`src/rtl/dac_update_defs.svh`:
```
`ifndef DAC_UPDATE_DEFS_SVH
`define DAC_UPDATE_DEFS_SVH
`define OFS_CONTROL_0   12'h000
`define OFS_DATA_HIGH_0 12'h004
`define OFS_DATA_LOW_0  12'h008
`define OFS_CONTROL_1   12'h00C
`define OFS_DATA_HIGH_1 12'h010
`define OFS_DATA_LOW_1  12'h014
`define CONTROL_RESET   8'h73
`define CONTROL_WMASK   8'hF7
`define BIT_ENABLE      7
`define BIT_SRC_HI      6
`define BIT_SRC_LO      4
`define BIT_RJUST       2
`define BIT_FS_HI       1
`define SRC_HIGH_WRITE  3'h7
`define SRC_RISE        3'h4
`define SRC_FALL        3'h5
`define SRC_ANY         3'h6
`endif

```
`src/rtl/dac_update_pkg.sv`:
```
package dac_update_pkg;
   typedef struct packed {
      logic [11:0] word;
      logic [1:0]  full_scale;
      logic        enable;
   } dac_out_t;
   typedef struct packed {
      logic [3:0] low_ovf;
      logic [3:0] high_ovf;
      logic [3:0] mode16;
   } timer_ev_t;
endpackage

```
`src/rtl/current_dac_update_control.sv`:
```
// Register access over APB and the register offsets were left to the implementer.
`timescale 1ns/1ps
`include "dac_update_defs.svh"
module current_dac_update_control
(
   input  wire logic                  core_clk,
   input  wire logic                  rst_n,
   input  wire logic                  clk_en,
   input  wire logic                  psel,
   input  wire logic                  penable,
   input  wire logic                  pwrite,
   input  wire logic [11:0]           paddr,
   input  wire logic [31:0]           pwdata,
   output logic      [31:0]           prdata,
   output logic                       pready,
   output logic                       pslverr,
   input  wire dac_update_pkg::timer_ev_t timer_ev,
   input  wire logic                  conversion_strobe_pin,
   output dac_update_pkg::dac_out_t   dac_out_0,
   output dac_update_pkg::dac_out_t   dac_out_1,
   output logic                       bias_enable
);
   logic [7:0] control_reg [2];
   logic [7:0] high_reg [2];
   logic [7:0] low_reg [2];
   dac_update_pkg::dac_out_t out_reg [2];
   logic       strobe_s1_reg;
   logic       strobe_s2_reg;
   logic       strobe_s3_reg;
   logic       bias_reg;
   logic [31:0] prdata_reg;
   logic       pslverr_reg;
   logic       pready_reg;

   wire setup    = psel & ~penable;
   wire wr_setup = setup & pwrite;
   wire [3:0] timer_tick;
   wire rise = strobe_s2_reg & ~strobe_s3_reg;
   wire fall = ~strobe_s2_reg & strobe_s3_reg;
   wire [2:0] ch_sel  = 3'(paddr[11:2] / 10'd3);
   wire [1:0] reg_sel = 2'(paddr[11:2] % 10'd3);
   wire addr_ok = (paddr[11:2] < 10'd6) & (paddr[1:0] == 2'b00);
   wire [7:0] rd_byte = (reg_sel == 2'd0) ? control_reg[ch_sel[0]] & `CONTROL_WMASK
                      : (reg_sel == 2'd1) ? high_reg[ch_sel[0]] : low_reg[ch_sel[0]];

   // timers 2/3 pick overflow byte by mode
   genvar t;
   generate
      for (t = 0; t < 4; t++)
      begin : g_tick
         if (t < 2)
         begin : g_plain
            assign timer_tick[t] = timer_ev.high_ovf[t];
         end
         else
         begin : g_split
            assign timer_tick[t] = timer_ev.mode16[t] ? timer_ev.high_ovf[t]
                                                      : timer_ev.low_ovf[t];
         end
      end
   endgenerate

   always_ff @(posedge core_clk)
   begin
      if (!rst_n)
      begin
         strobe_s1_reg <= 1'b0;
         strobe_s2_reg <= 1'b0;
         strobe_s3_reg <= 1'b0;
      end
      else if (clk_en)
      begin
         strobe_s1_reg <= conversion_strobe_pin;
         strobe_s2_reg <= strobe_s1_reg;
         strobe_s3_reg <= strobe_s2_reg;
      end
   end

   // apb answers in setup cycle's following access cycle, zero wait
   always_ff @(posedge core_clk)
   begin
      if (!rst_n)
      begin
         prdata_reg  <= 32'h0000_0000;
         pslverr_reg <= 1'b0;
         pready_reg  <= 1'b0;
      end
      else if (clk_en)
      begin
         pready_reg  <= setup;
         pslverr_reg <= setup & ~addr_ok;
         prdata_reg  <= (setup & ~pwrite & addr_ok) ? {24'h00_0000, rd_byte} : 32'h0000_0000;
      end
   end

   genvar c;
   generate
      for (c = 0; c < 2; c++)
      begin : g_ch
         wire hit      = wr_setup & addr_ok & (ch_sel == 3'(c));
         wire wr_ctl   = hit & (reg_sel == 2'd0);
         wire wr_high  = hit & (reg_sel == 2'd1);
         wire wr_low   = hit & (reg_sel == 2'd2);
         wire [2:0] src = control_reg[c][`BIT_SRC_HI:`BIT_SRC_LO];
         wire [7:0] new_high = wr_high ? pwdata[7:0] : high_reg[c];
         wire [7:0] new_low  = wr_low ? pwdata[7:0] : low_reg[c];
         wire ev_timer = ~src[2] & timer_tick[src[1:0]];
         wire ev_strobe = ((src == `SRC_RISE) & rise) | ((src == `SRC_FALL) & fall)
                        | ((src == `SRC_ANY) & (rise | fall));
         // only a high write triggers in on-demand mode
         wire ev_write = (src == `SRC_HIGH_WRITE) & wr_high;
         wire update = ev_timer | ev_strobe | ev_write;
         wire [11:0] word = control_reg[c][`BIT_RJUST] ? {new_high[3:0], new_low}
                                                       : {new_high, new_low[7:4]};
         always_ff @(posedge core_clk)
         begin
            if (!rst_n)
            begin
               control_reg[c] <= `CONTROL_RESET;
               high_reg[c]    <= 8'h00;
               low_reg[c]     <= 8'h00;
               out_reg[c]     <= '{word: 12'h000, full_scale: 2'b11, enable: 1'b0};
            end
            else if (clk_en)
            begin
               if (wr_ctl)
                  control_reg[c] <= pwdata[7:0] & `CONTROL_WMASK;
               high_reg[c] <= new_high;
               low_reg[c]  <= new_low;
               if (update)
                  out_reg[c].word <= word;
               out_reg[c].full_scale <= control_reg[c][`BIT_FS_HI:0];
               out_reg[c].enable     <= control_reg[c][`BIT_ENABLE];
            end
         end
      end
   endgenerate

   // shared bias when any channel on
   always_ff @(posedge core_clk)
   begin
      if (!rst_n)
         bias_reg <= 1'b0;
      else if (clk_en)
         bias_reg <= control_reg[0][`BIT_ENABLE] | control_reg[1][`BIT_ENABLE];
   end

   assign prdata      = prdata_reg;
   assign pready      = pready_reg;
   assign pslverr     = pslverr_reg;
   assign dac_out_0   = out_reg[0];
   assign dac_out_1   = out_reg[1];
   assign bias_enable = bias_reg;
endmodule

```
`config.mk`:
```
export PLATFORM = sky130hd
export DESIGN_NAME = current_dac_update_control
export DESIGN_NICKNAME = d
export VERILOG_FILES = /design/src/rtl/dac_update_pkg.sv /design/src/rtl/current_dac_update_control.sv
export VERILOG_INCLUDE_DIRS = /design/src /design/src/rtl
export SDC_FILE = /design/constraint.sdc
export NUM_CORES = 1
export LEC_CHECK = 0
export ABC_AREA = 1
export BUFFER_PORTS_ARGS = -buffer_cell sky130_fd_sc_hd__buf_4
export CAP_MARGIN = 0
export CORE_MARGIN = 1.5
export CORE_UTILIZATION = 59
export DETAILED_ROUTE_END_ITERATION = 12
export PLACE_DENSITY_LB_ADDON = 0.15
export SYNTH_ARGS = -nofsm -noshare
export SYNTH_HDL_FRONTEND = slang
export SYNTH_SLANG_ARGS = --single-unit
```
`constraint.sdc`:
```
create_clock -name core_clk -period 9.07 [get_ports core_clk]
set_clock_uncertainty 0.2 [all_clocks]
set_input_delay 0.907 -clock core_clk [delete_from_list [all_inputs] [get_ports core_clk]]
set_output_delay 0.907 -clock core_clk [all_outputs]
set_load 0.005 [all_outputs]
```
; Word level (Yosys, flattened, before mapping)
; Memories as Yosys holds them, arrays and structs flattened.
; Index checks and enable logic that the tools add are counted.
; W data, S select, Z words.
[word_totals]
register_bits = 38
ramBits = 76
inputBits = 63
output_inout_bits = 65
wordCells = 133
memories = 4
[memory_table]
columns = name, words, width, read_ports, rd_clocked_by_memory_dff, write_ports, line_no
row1 = out_reg, 2, 15, 2, 0, 2, current_dac_update_control.sv:26  ; dac_update_pkg::dac_out_t out_reg [2];
row2 = high_reg, 2, 8, 3, 0, 2, current_dac_update_control.sv:24  ; logic [7:0] high_reg [2];
row3 = low_reg, 2, 8, 3, 0, 2, current_dac_update_control.sv:25  ; logic [7:0] low_reg [2];
row4 = control_reg, 2, 7, 3, 0, 2, current_dac_update_control.sv:23  ; logic [7:0] control_reg [2];
[op_classes]
div = 2
magnitude_cmp = 3
n_eq_ne = 11
muxes = 47
bitwise_logic = 56
n_reduce_logical = 3
[op_table]
columns = op, count
row1 = $mux W8, 11
row2 = $mux W12, 4
row3 = $and A1 B1 Y1, 27
row4 = $mux W1, 26
row5 = $eq A3 B3 Y1 const B, 8
row6 = $or A1 B1 Y1, 22
row7 = $mux W7, 2
row8 = $div A10 B2 Y10 const B, 1
row9 = $lt A10 B3 Y1 const B, 1
row10 = $mod A10 B2 Y10 const B, 1
row11 = $not A1 Y1, 7
row12 = $lt A2 B3 Y1 const B, 2
row13 = $bmux W1 S2, 2
row14 = $logic_not A2 Y1, 2
row15 = $mux W2, 2
row16 = $eq A3 B1 Y1 const B, 1
row17 = $logic_not A3 Y1, 1
row18 = $eq A2 B1 Y1 const B, 1
row19 = $eq A2 B2 Y1 const B, 1

; Depth between registers and ports, before layout
; Gate-level depths: netlist (run 1).
[logic_depth]
depth_word = 13
mapped_depth = 39
ltp_nobuf = 38

; Least setup slack after synthesis (run 1)
; Ideal clock, no wire load.
[synth_timing]
kind = input port to flip-flop
start = in paddr[11]
end = mem out_reg[1][10] (netlist bit), enable pin
setup_time_ns = 0.350
arrival_ns = 4.193
required_ns = 8.520
slack_ns = 4.326
stages = 36
path_buffers = 1
path_cell_list = inv_1 > nand3_1 > nand2_1 > nand2_1 > nand3_2 > nand2_1 > nand2_1 > nand3_2 > nand2_1 > nand2_1 > nand2_1 > o21ai_2 > nand2_2 > inv_1 > o21bai_2 > nand3_2 > nand2_1 > nand2_1 > nand2_1 > inv_1 > ha_1 > inv_1 > nand2_1 > inv_1 > nand2_1 > nand2_1 > nand2_1 > ha_1 > inv_1 > nand3_1 > nand2_2 > buf_6 > nand3_4 > o21ai_2 > nand2_1 > nand2_1
[synth_lines]
columns = element, line_no
row1 = "start, declared", current_dac_update_control.sv:12  ; input wire logic [11:0] paddr,
row2 = "end, declared", current_dac_update_control.sv:26

==> summary.md, run 1 <==
| Metric | Value |
|---|---|
| Status | `finished, final reports clean` |
| Max-slew violations | `0` |
| Compound-Gate Fraction of Synth Area | `10.02%` |
| Die X | `100.3 µm` |
| Post-synth ARST share | `0%` |
| Number of setup buffers added after CTS | `0` |
| Critical-path top delay cell | `nand2_1` |
| Fraction of layout cells with a size suffix above 1 | `20.16%` |
| DRC | `0` |
| Area Growth Syn to Fin | `11.50%` |
| CP startpoint kind | `input port` |
| Antenna-violating nets left | `0` |
| R2R Path Start | `strobe_s2_reg` |
| Root Driver | `clkbuf_8` |
| R2r setup slk | `6.55 ns` |
| Hold Slack | `between 0.2 and 0.3 ns` |
| Distinct cell type count after synthesis | `41` |
| Overflow after GRT | `0` |
| WP data required | `9.07 ns` |
| Largest net degree at the start of global routing | `52` |
| Die area | `10060 µm²` |
| Via density | `around 6` |
| Synth cell count leaders | `168 x nand2_1, 96 x nand3_1, 79 x inv_1, 76 x edfxtp_1, 48 x nor2_1` |
| Number of synthesized flops with an enable pin | `76` |
| DRT Pass-1 Iters | `6` |
| GP Congestion | `0.8809` |
| Xor and xnor area share after synthesis | `0%` |
| Mux share of post-synthesis cell area | `0.4034%` |
| Hold endpoint | `prdata[2]` |
| Worst VDD drop | `around 0.12 mV` |
| Num CTS Buffers | `9` |
| Average size of a mapped cell | `8.138 µm²` |
| Hold Path Class | `register to register` |
| Fin. Hold Viols | `0` |
| Hold Path Stages | `2` |
| Yosys warns | `0` |
| H-tree depth | `3` |
| Flops & latches, synth | `90` |
| Max-slew headroom | `35.15%` |
| Worst EP arrival | `5.69 ns` |
| Dpl hpwl | `9.759 mm` |
| # hold bufs at CTS | `0` |
| Vias in the first global route | `4447` |
| Largest family of logic cells by synthesized area | `simple AND/OR/NAND/NOR gates` |
| I/O pin count | `128` |
| Setup TNS Final | `0 ns` |
| Max-cap violations | `0` |
| Top cell type's share of synthesized area | `40.88%` |
| Crit Path Max Fanout | `just over 50` |
| Via count | `around 5000` |
| WL final | `14.25 mm` |
| Power Density | `162.6 nW/µm²` |
| Starting density of the core | `60.71%` |
| Setup crit end kind | `register` |
| WL/cell | `16.57 µm` |
| Initial antenna violation count | `0` |
| Buffers added on ports | `75` |
| RR Endpoint | `out_reg[0][14]` |
| CORE AREA | `9196 µm²` |
| Maximum operating frequency | `175.9 MHz` |
| R2R cell count | `7` |
| # setup viols final | `0` |
| Sequential area share after synthesis | `45.90%` |
| Clock transition at the registers of the reported paths | `0.09 ns` |
| Simple-gate share of the synthesized area | `31.20%` |
| Die H | `about 100 µm` |
| Max Root-Sink Buffers | `2` |
| Largest stage delay, worst path | `0.41 ns` |
| Total GRT Usage | `28.70%` |
| CP Class | `input port to register` |
| Cts repair resizes | `0` |
| Syn Inst Count | `686` |
| Tcrit/Tclk final | `62.70%` |
| Min Tclk post-route | `5.687 ns` |
| Initial DRC Count | `468` |
| Synthesized-area fraction occupied by adder cells | `0.8965%` |
| Core Rows | `35` |
| Leak | `0.002793 µW` |
| Sink Count | `90` |
| Synth area leaders | `edfxtp_1 41%, nand2_1 11%, nand3_1 8.6%` |
| First-pass GRT wire length | `21.98 mm` |
| Nets@finish | `811` |
| Synth area leader | `edfxtp_1` |
| Worst hold path startpoint | `prdata[2]` |
| Ant diodes | `0` |
| CTS tree | `built` |
| Cell Area, Synth | `5583 µm²` |
| Tightest Pin Transition | `0.9728 ns` |
| Top-count cell post-synth | `nand2_1` |
| Unrepaired setup endpoints after global routing | `false` |
| Most Frequent Cell on Critical Path | `nand2_1` |
| Clk_lat worst skew | `0.39 ns` |
| Most used DFF post-synth | `edfxtp_1` |
| Largest register FFs | `30` |
per-layer routing:
layer	track usage [%]	part of all wire, %
met4	13.22	3.0
met5	0	0
met3	4.944	8.1
met1	38.38	42
met2	45.89	47
critical path, delay by kind of cell:
family | cells | cell delay, ns
AND/OR/NAND/NOR | 23 | 2.93
adder cells (fa/ha/maj) | 2 | 0.33
AO/OA/AOI/OAI | 4 | 0.80
buffers and inverters | 7 | 0.69
kinds of logic (layout without fill, tap and decap cells):
logic type / after synthesis / in the layout
adder cells (fa/ha/maj): 4 / 4
buffers and inverters: 136 / 176
multiplexers: 2 / 2
AO/OA/AOI/OAI: 84 / 84
other: 1 / 24
AND/OR/NAND/NOR: 369 / 369
flip-flops: 90 / 90
worst max path at each step:
stage                    from        endpoint  slack [ns]  depth (start not counted)
global placement    paddr[11]  out_reg[0][14]        3.23                         36
global route        paddr[11]  out_reg[0][14]        2.81                         36
floorplan           paddr[11]  out_reg[1][10]        4.33                         36
detailed placement  paddr[11]  out_reg[0][14]        3.01                         36
finish              paddr[11]  out_reg[0][14]        3.38                         36
CTS                 paddr[11]  out_reg[0][14]        3.38                         36
cell usage in the layout, fill, tap and decap left out, types with 14 or more instances in the layout:
| cell type | instances |
|---|---|
| nand2_1 | 168 |
| nor2_1 | 48 |
| dfxtp_1 | 14 |
| nand4_1 | 26 |
| conb_1 | 24 |
| a21oi_2 | 21 |
| a21oi_1 | 14 |
| inv_1 | 79 |
| buf_4 | 77 |
| edfxtp_1 | 76 |
| nand3_1 | 96 |
| o21ai_0 | 23 |
layout make-up:
| class | count | area [µm²] |
|---|---|---|
| Clock buffer | 11 | 131.4 |
| Clock inverter | 5 | 38.79 |
| Fill cell | 797 | 2972 |
| Inverter | 83 | 311.5 |
| Multi-Input combinational cell | 483 | 2464 |
| Sequential cell | 90 | 2562 |
| Tap cell | 111 | 138.9 |
| Timing Repair Buffer | 77 | 578.1 |
metrics by stage:
stage | std cells | utilization [%] | power (µW) | cell area [µm²] | setup slack [ns]
detailed placement | 844 | 65.84 | 756.2 | 6055 | 3.010
global route | 860 | 67.69 | 1049 | 6225 | 2.807
finish | 860 | 67.69 | 1012 | 6225 | 3.383
global placement | 844 | 65.84 | 749.6 | 6055 | 3.227
floorplan | 709 | - | 689.6 | 5669 | 4.326
CTS | 860 | 67.69 | 1004 | 6225 | 3.376
report_power, final:
group,total (µW),switching [µW],internal [µW],leakage (µW)
logic,273,198,74.8,0.00179
clock network,257,155,102,0.0000843
registers,482,11.3,470,0.000918
total,1010,365,647,0.00279
No activity file was read; power rests on OpenSTA's default activity.
==> run 2: changes to the inputs <==
--- a/config.mk
+++ b/config.mk
@@ -6,11 +6,11 @@
 export SDC_FILE = /design/constraint.sdc
 export NUM_CORES = 1
 export LEC_CHECK = 0
-export ABC_AREA = 1
+export ABC_AREA = 0
 export BUFFER_PORTS_ARGS = -buffer_cell sky130_fd_sc_hd__buf_4
 export CAP_MARGIN = 0
 export CORE_MARGIN = 1.5
-export CORE_UTILIZATION = 59
+export CORE_UTILIZATION = 55
 export DETAILED_ROUTE_END_ITERATION = 12
 export PLACE_DENSITY_LB_ADDON = 0.15
 export SYNTH_ARGS = -nofsm -noshare
==> constraint.sdc (replaced) <==
create_clock -name core_clk -period 5.6 [get_ports core_clk]
set_clock_uncertainty 0.2 [all_clocks]
set_input_delay 0.56 -clock core_clk [delete_from_list [all_inputs] [get_ports core_clk]]
set_output_delay 0.56 -clock core_clk [all_outputs]
set_load 0.005 [all_outputs]
==> run 2 against run 1 <==
- utilization fell by 0.38 points
- register-to-register slack got worse by 3.3 ns
- synthesized area grew 0.16%
- clock-buffer cell count down 2
- cell area increased by 6.2%
- worst setup slack lost 2.8 ns
- sequential share of layout area decreased by 2.4 points
- via count fell by 8.2%
- clock power increased by 130%
- synthesized cell count is 21% lower
- die area rose by 7.2%
- combinational power is 33% higher
- critical path type unchanged
- largest power group unchanged
==> summary.md, run 2 <==
| Metric | Value |
|---|---|
| Via density | `5.992 (was 5.835)` |
| Largest family of logic cells by synthesized area | `simple AND/OR/NAND/NOR gates (unchanged)` |
| WL final | `14.30 mm (was 14.25 mm)` |
| Min Tclk post-route | `5.032 ns` |
| Starting density of the core | `56.94% (was 60.71%)` |
| Max-slew violations | `0 (unchanged)` |
| GP Congestion | `0.9205 (was 0.8809)` |
| Tightest Pin Transition | `0.9254 ns (was 0.9728 ns)` |
| Combinational power share | `20.7% (was 27.0%)` |
| Fillers | `821 (was 797)` |
| CP Class | `input port to register (unchanged)` |
| CTS tree | `built (unchanged)` |
| Synth area leaders | `edfxtp_1 41%, mux2i_1 6.8%, dfxtp_1 5.0% (was edfxtp_1 41%, nand2_1 11%, nand3_1 8.6%)` |
| Yosys warns | `0 (unchanged)` |
| Post-synth ARST share | `0% (unchanged)` |
| RR Endpoint | `out_reg[0][13] (was out_reg[0][14])` |
| Unrepaired setup endpoints after global routing | `false (unchanged)` |
| Number of setup buffers added after CTS | `0 (unchanged)` |
| # hold bufs at CTS | `0 (unchanged)` |
| Compound-Gate Fraction of Synth Area | `17.43% (was 10.02%)` |
| Flops & latches, synth | `90 (unchanged)` |
| Commonest non-fill, non-tap cell in the layout | `buf_4 (was nand2_1)` |
| Core Util, Final | `67.30% (was 67.69%)` |
| Hold Path Class | `input port to register (was register to register)` |
| Sw Pwr | `484.0 µW (was 364.8 µW)` |
| Initial DRC Count | `332 (was 468)` |
| # setup viols final | `0 (unchanged)` |
| CP Launch Point | `paddr[9] (was paddr[11])` |
| Sequential area share after synthesis | `45.83% (was 45.90%)` |
| Average size of a mapped cell | `10.30 µm² (was 8.138 µm²)` |
| Overflow after GRT | `0 (unchanged)` |
| Hold endpoint | `strobe_s1_reg (was prdata[2])` |
| Die area | `10780 µm² (was 10060 µm²)` |
| Sink Count | `90 (unchanged)` |
| R2R cell count | `8 (was 7)` |
| Worst hold path startpoint | `conversion_strobe_pin (was prdata[2])` |
| Leak | `0.002731 µW (was 0.002793 µW)` |
| Final WS setup | `0.5680 ns (was 3.383 ns)` |
| Root Driver | `clkbuf_8 (unchanged)` |
| CP startpoint kind | `input port (unchanged)` |
| Num CTS Buffers | `9 (unchanged)` |
| Worst EP arrival | `4.91 ns (was 5.69 ns)` |
| Buffers added on ports | `75 (unchanged)` |
| Die X | `103.8 µm (was 100.3 µm)` |
| Tcrit/Tclk final | `89.86%` |
| Most Frequent Cell on Critical Path | `inv_1 (was nand2_1)` |
| Crit path cell chain | `buf_4 -> and4b_1 -> a22oi_2 -> a22oi_1 -> o32ai_1 -> o211a_1 -> inv_1 -> ha_1 -> nor2b_1 -> o2111a_1 -> o21ai_1 -> and2_1 -> nor3_1 -> nor2_1 -> inv_1 -> ha_1 -> inv_1 -> o31a_1 -> a31o_1 -> mux4_2 -> nand2_1 -> buf_4 -> a211oi_1` |
| Pint | `1264 µW (was 647.1 µW)` |
| Sw frac | `27.69% (was 36.05%)` |
| DRC | `0 (unchanged)` |
| Ant diodes | `0 (unchanged)` |
| Commonest non-fill, non-tap cells in the layout | `106 x buf_4, 76 x edfxtp_1, 54 x nor2_1 (was 168 x nand2_1, 96 x nand3_1, 79 x inv_1)` |
| Antenna-violating nets left | `0 (unchanged)` |
| Via count | `4608 (was 5018)` |
| Critical-path top delay cell | `mux4_2 (was nand2_1)` |
| H-tree depth | `3 (unchanged)` |
| Most used DFF post-synth | `edfxtp_1 (unchanged)` |
| Xor and xnor area share after synthesis | `0.6265% (was 0%)` |
| Nets@finish | `698 (was 811)` |
| Seq pwr share | `45.1% (was 47.6%)` |
| Initial antenna violation count | `0 (unchanged)` |
| Vias in the first global route | `4452 (was 4447)` |
| Pre-CTS WS | `0.3248 ns (was 3.010 ns)` |
| Synthesized-area fraction occupied by adder cells | `0.8951% (was 0.8965%)` |
| Largest register FFs | `30 (unchanged)` |
| CORE AREA | `9819 µm² (was 9196 µm²)` |
| Top cell type's share of synthesized area | `40.81% (was 40.88%)` |
| Fin. Hold Viols | `0 (unchanged)` |
| Syn Inst Count | `543 (was 686)` |
| Crit Path Max Fanout | `13 (was 51)` |
| Total power | `1748 µW (was 1012 µW)` |
| Hold Path Stages | `3 (was 2)` |
| Area Growth Syn to Fin | `18.19% (was 11.50%)` |
| Simple-gate share of the synthesized area | `19.71% (was 31.20%)` |
| Max Root-Sink Buffers | `2 (unchanged)` |
| Dpl hpwl | `10.44 mm (was 9.759 mm)` |
| Largest stage delay, worst path | `0.51 ns (was 0.41 ns)` |
| First-pass GRT wire length | `22.87 mm (was 21.98 mm)` |
| Hold Slack | `0.2512 ns (was 0.2783 ns)` |
| WL/cell | `18.60 µm (was 16.57 µm)` |
| Cell Area, Synth | `5592 µm² (was 5583 µm²)` |
| Setup TNS Final | `0 ns (unchanged)` |
| Setup crit end kind | `register (unchanged)` |
| Power Density | `264.5 nW/µm² (was 162.6 nW/µm²)` |
| DRT Pass-1 Iters | `5 (was 6)` |
| Distinct cell type count after synthesis | `79 (was 41)` |
| Synth cell count leaders | `76 x edfxtp_1, 54 x nor2_1, 38 x mux2i_1 (was 168 x nand2_1, 96 x nand3_1, 79 x inv_1, 76 x edfxtp_1, 48 x nor2_1)` |
| I/O pin count | `128 (unchanged)` |
| R2r setup slk | `3.23 ns (was 6.55 ns)` |
| Max-slew headroom | `37.83% (was 35.15%)` |
| Die H | `103.8 µm (was 100.3 µm)` |
| Worst VDD drop | `0.2077 mV (was 0.1188 mV)` |
| Number of synthesized flops with an enable pin | `76 (unchanged)` |
| Clock transition at the registers of the reported paths | `0.10 ns (was 0.09 ns)` |
| Synth area leader | `edfxtp_1 (unchanged)` |
| R2R Path Start | `strobe_s2_reg (unchanged)` |
| Largest net degree at the start of global routing | `46 (was 52)` |
| WP data required | `5.47 ns (was 9.07 ns)` |
| Cts repair resizes | `0 (unchanged)` |
| Power share of the clock group | `34.2% (was 25.4%)` |
| Mux share of post-synthesis cell area | `8.212% (was 0.4034%)` |
| Core Rows | `36 (was 35)` |
| Max-cap violations | `0 (unchanged)` |
| Fraction of layout cells with a size suffix above 1 | `24.69% (was 20.16%)` |
| Top-count cell post-synth | `edfxtp_1 (was nand2_1)` |
| Maximum operating frequency | `198.7 MHz` |
| Total GRT Usage | `27.10% (was 28.70%)` |
| Status | `finished, final reports clean (unchanged)` |
| Clk_lat worst skew | `0.38 ns (was 0.39 ns)` |
run 2: cell count changes after synthesis, sizes merged, moves of 16 or more:
cell,change
nand2,-154
a21oi,-18
a211oi,+21
nor2b,+26
inv,-69
mux2i,+38
nand2b,+16
nand3,-91
nand4,-16
run 2: per-stage QoR:
stage | cell area [µm²] | cells
final | 6609 | 769
after global routing | 6609 | 769
after CTS | 6609 | 769
after detailed placement | 6332 | 753
after global placement | 6332 | 753
after floorplan | 5678 | 566
run 2: area by class of cell:
class | count | area (µm²) | area share, %
multi-input combinational | 407 | 2711 | 41.03
sequential | 90 | 2562 | 38.77
timing repair buffer | 108 | 835.8 | 12.65
tap | 133 | 166.4 | 2.518
clock inverter | 7 | 152.6 | 2.310
clock buffer | 9 | 123.9 | 1.874
inverter | 15 | 56.30 | 0.8519
run 2: worst max path at each step:
stage / depth (start not counted) / endpoint / slack [ns]
4_1_cts: 22 / out_reg[0][13] / 0.67
3_5_place_dp: 20 / out_reg[1][3] / 0.32
6_report: 23 / out_reg[0][13] / 0.57
3_3_place_gp: 22 / out_reg[0][13] / 0.32
5_1_grt: 23 / control_reg[0][3] / 0.26
2_1_floorplan: 24 / out_reg[1][7] / 0.25
run 2: power by group through the flow:
stage,clock network [µW],registers (µW),logic [µW]
3_3_place_gp,0,801,351
3_5_place_dp,0,803,355
2_1_floorplan,0,794,225
5_1_grt,625,793,395
4_1_cts,605,788,358
6_report,598,788,362
run 2: cells by family (layout without fill, tap and decap cells):
group / Yosys count / count (layout)
fa+ha+maj: 4 / 4
flops: 90 / 90
other cells: 1 / 24
xor+xnor: 4 / 4
mux: 44 / 44
buf+inv: 69 / 139
simple gates: 203 / 203
compound gates: 128 / 128
run 2: critical path: cells and delay by family:
family	cells	cell delay, ns
AOI/OAI and AO/OA	9	1.69
adders and majority gates	2	0.42
buffers and inverters	5	0.54
muxes	1	0.51
and+or+nand+nor	6	1.18
run 2: layer usage:
layer	part of all wire (%)	routed length, µm	track usage (%)
met5	0	0	0
met4	2.0	287	8.730
met3	7.8	1111	6.167
met2	48	6858	44.47
met1	42	6042	35.65
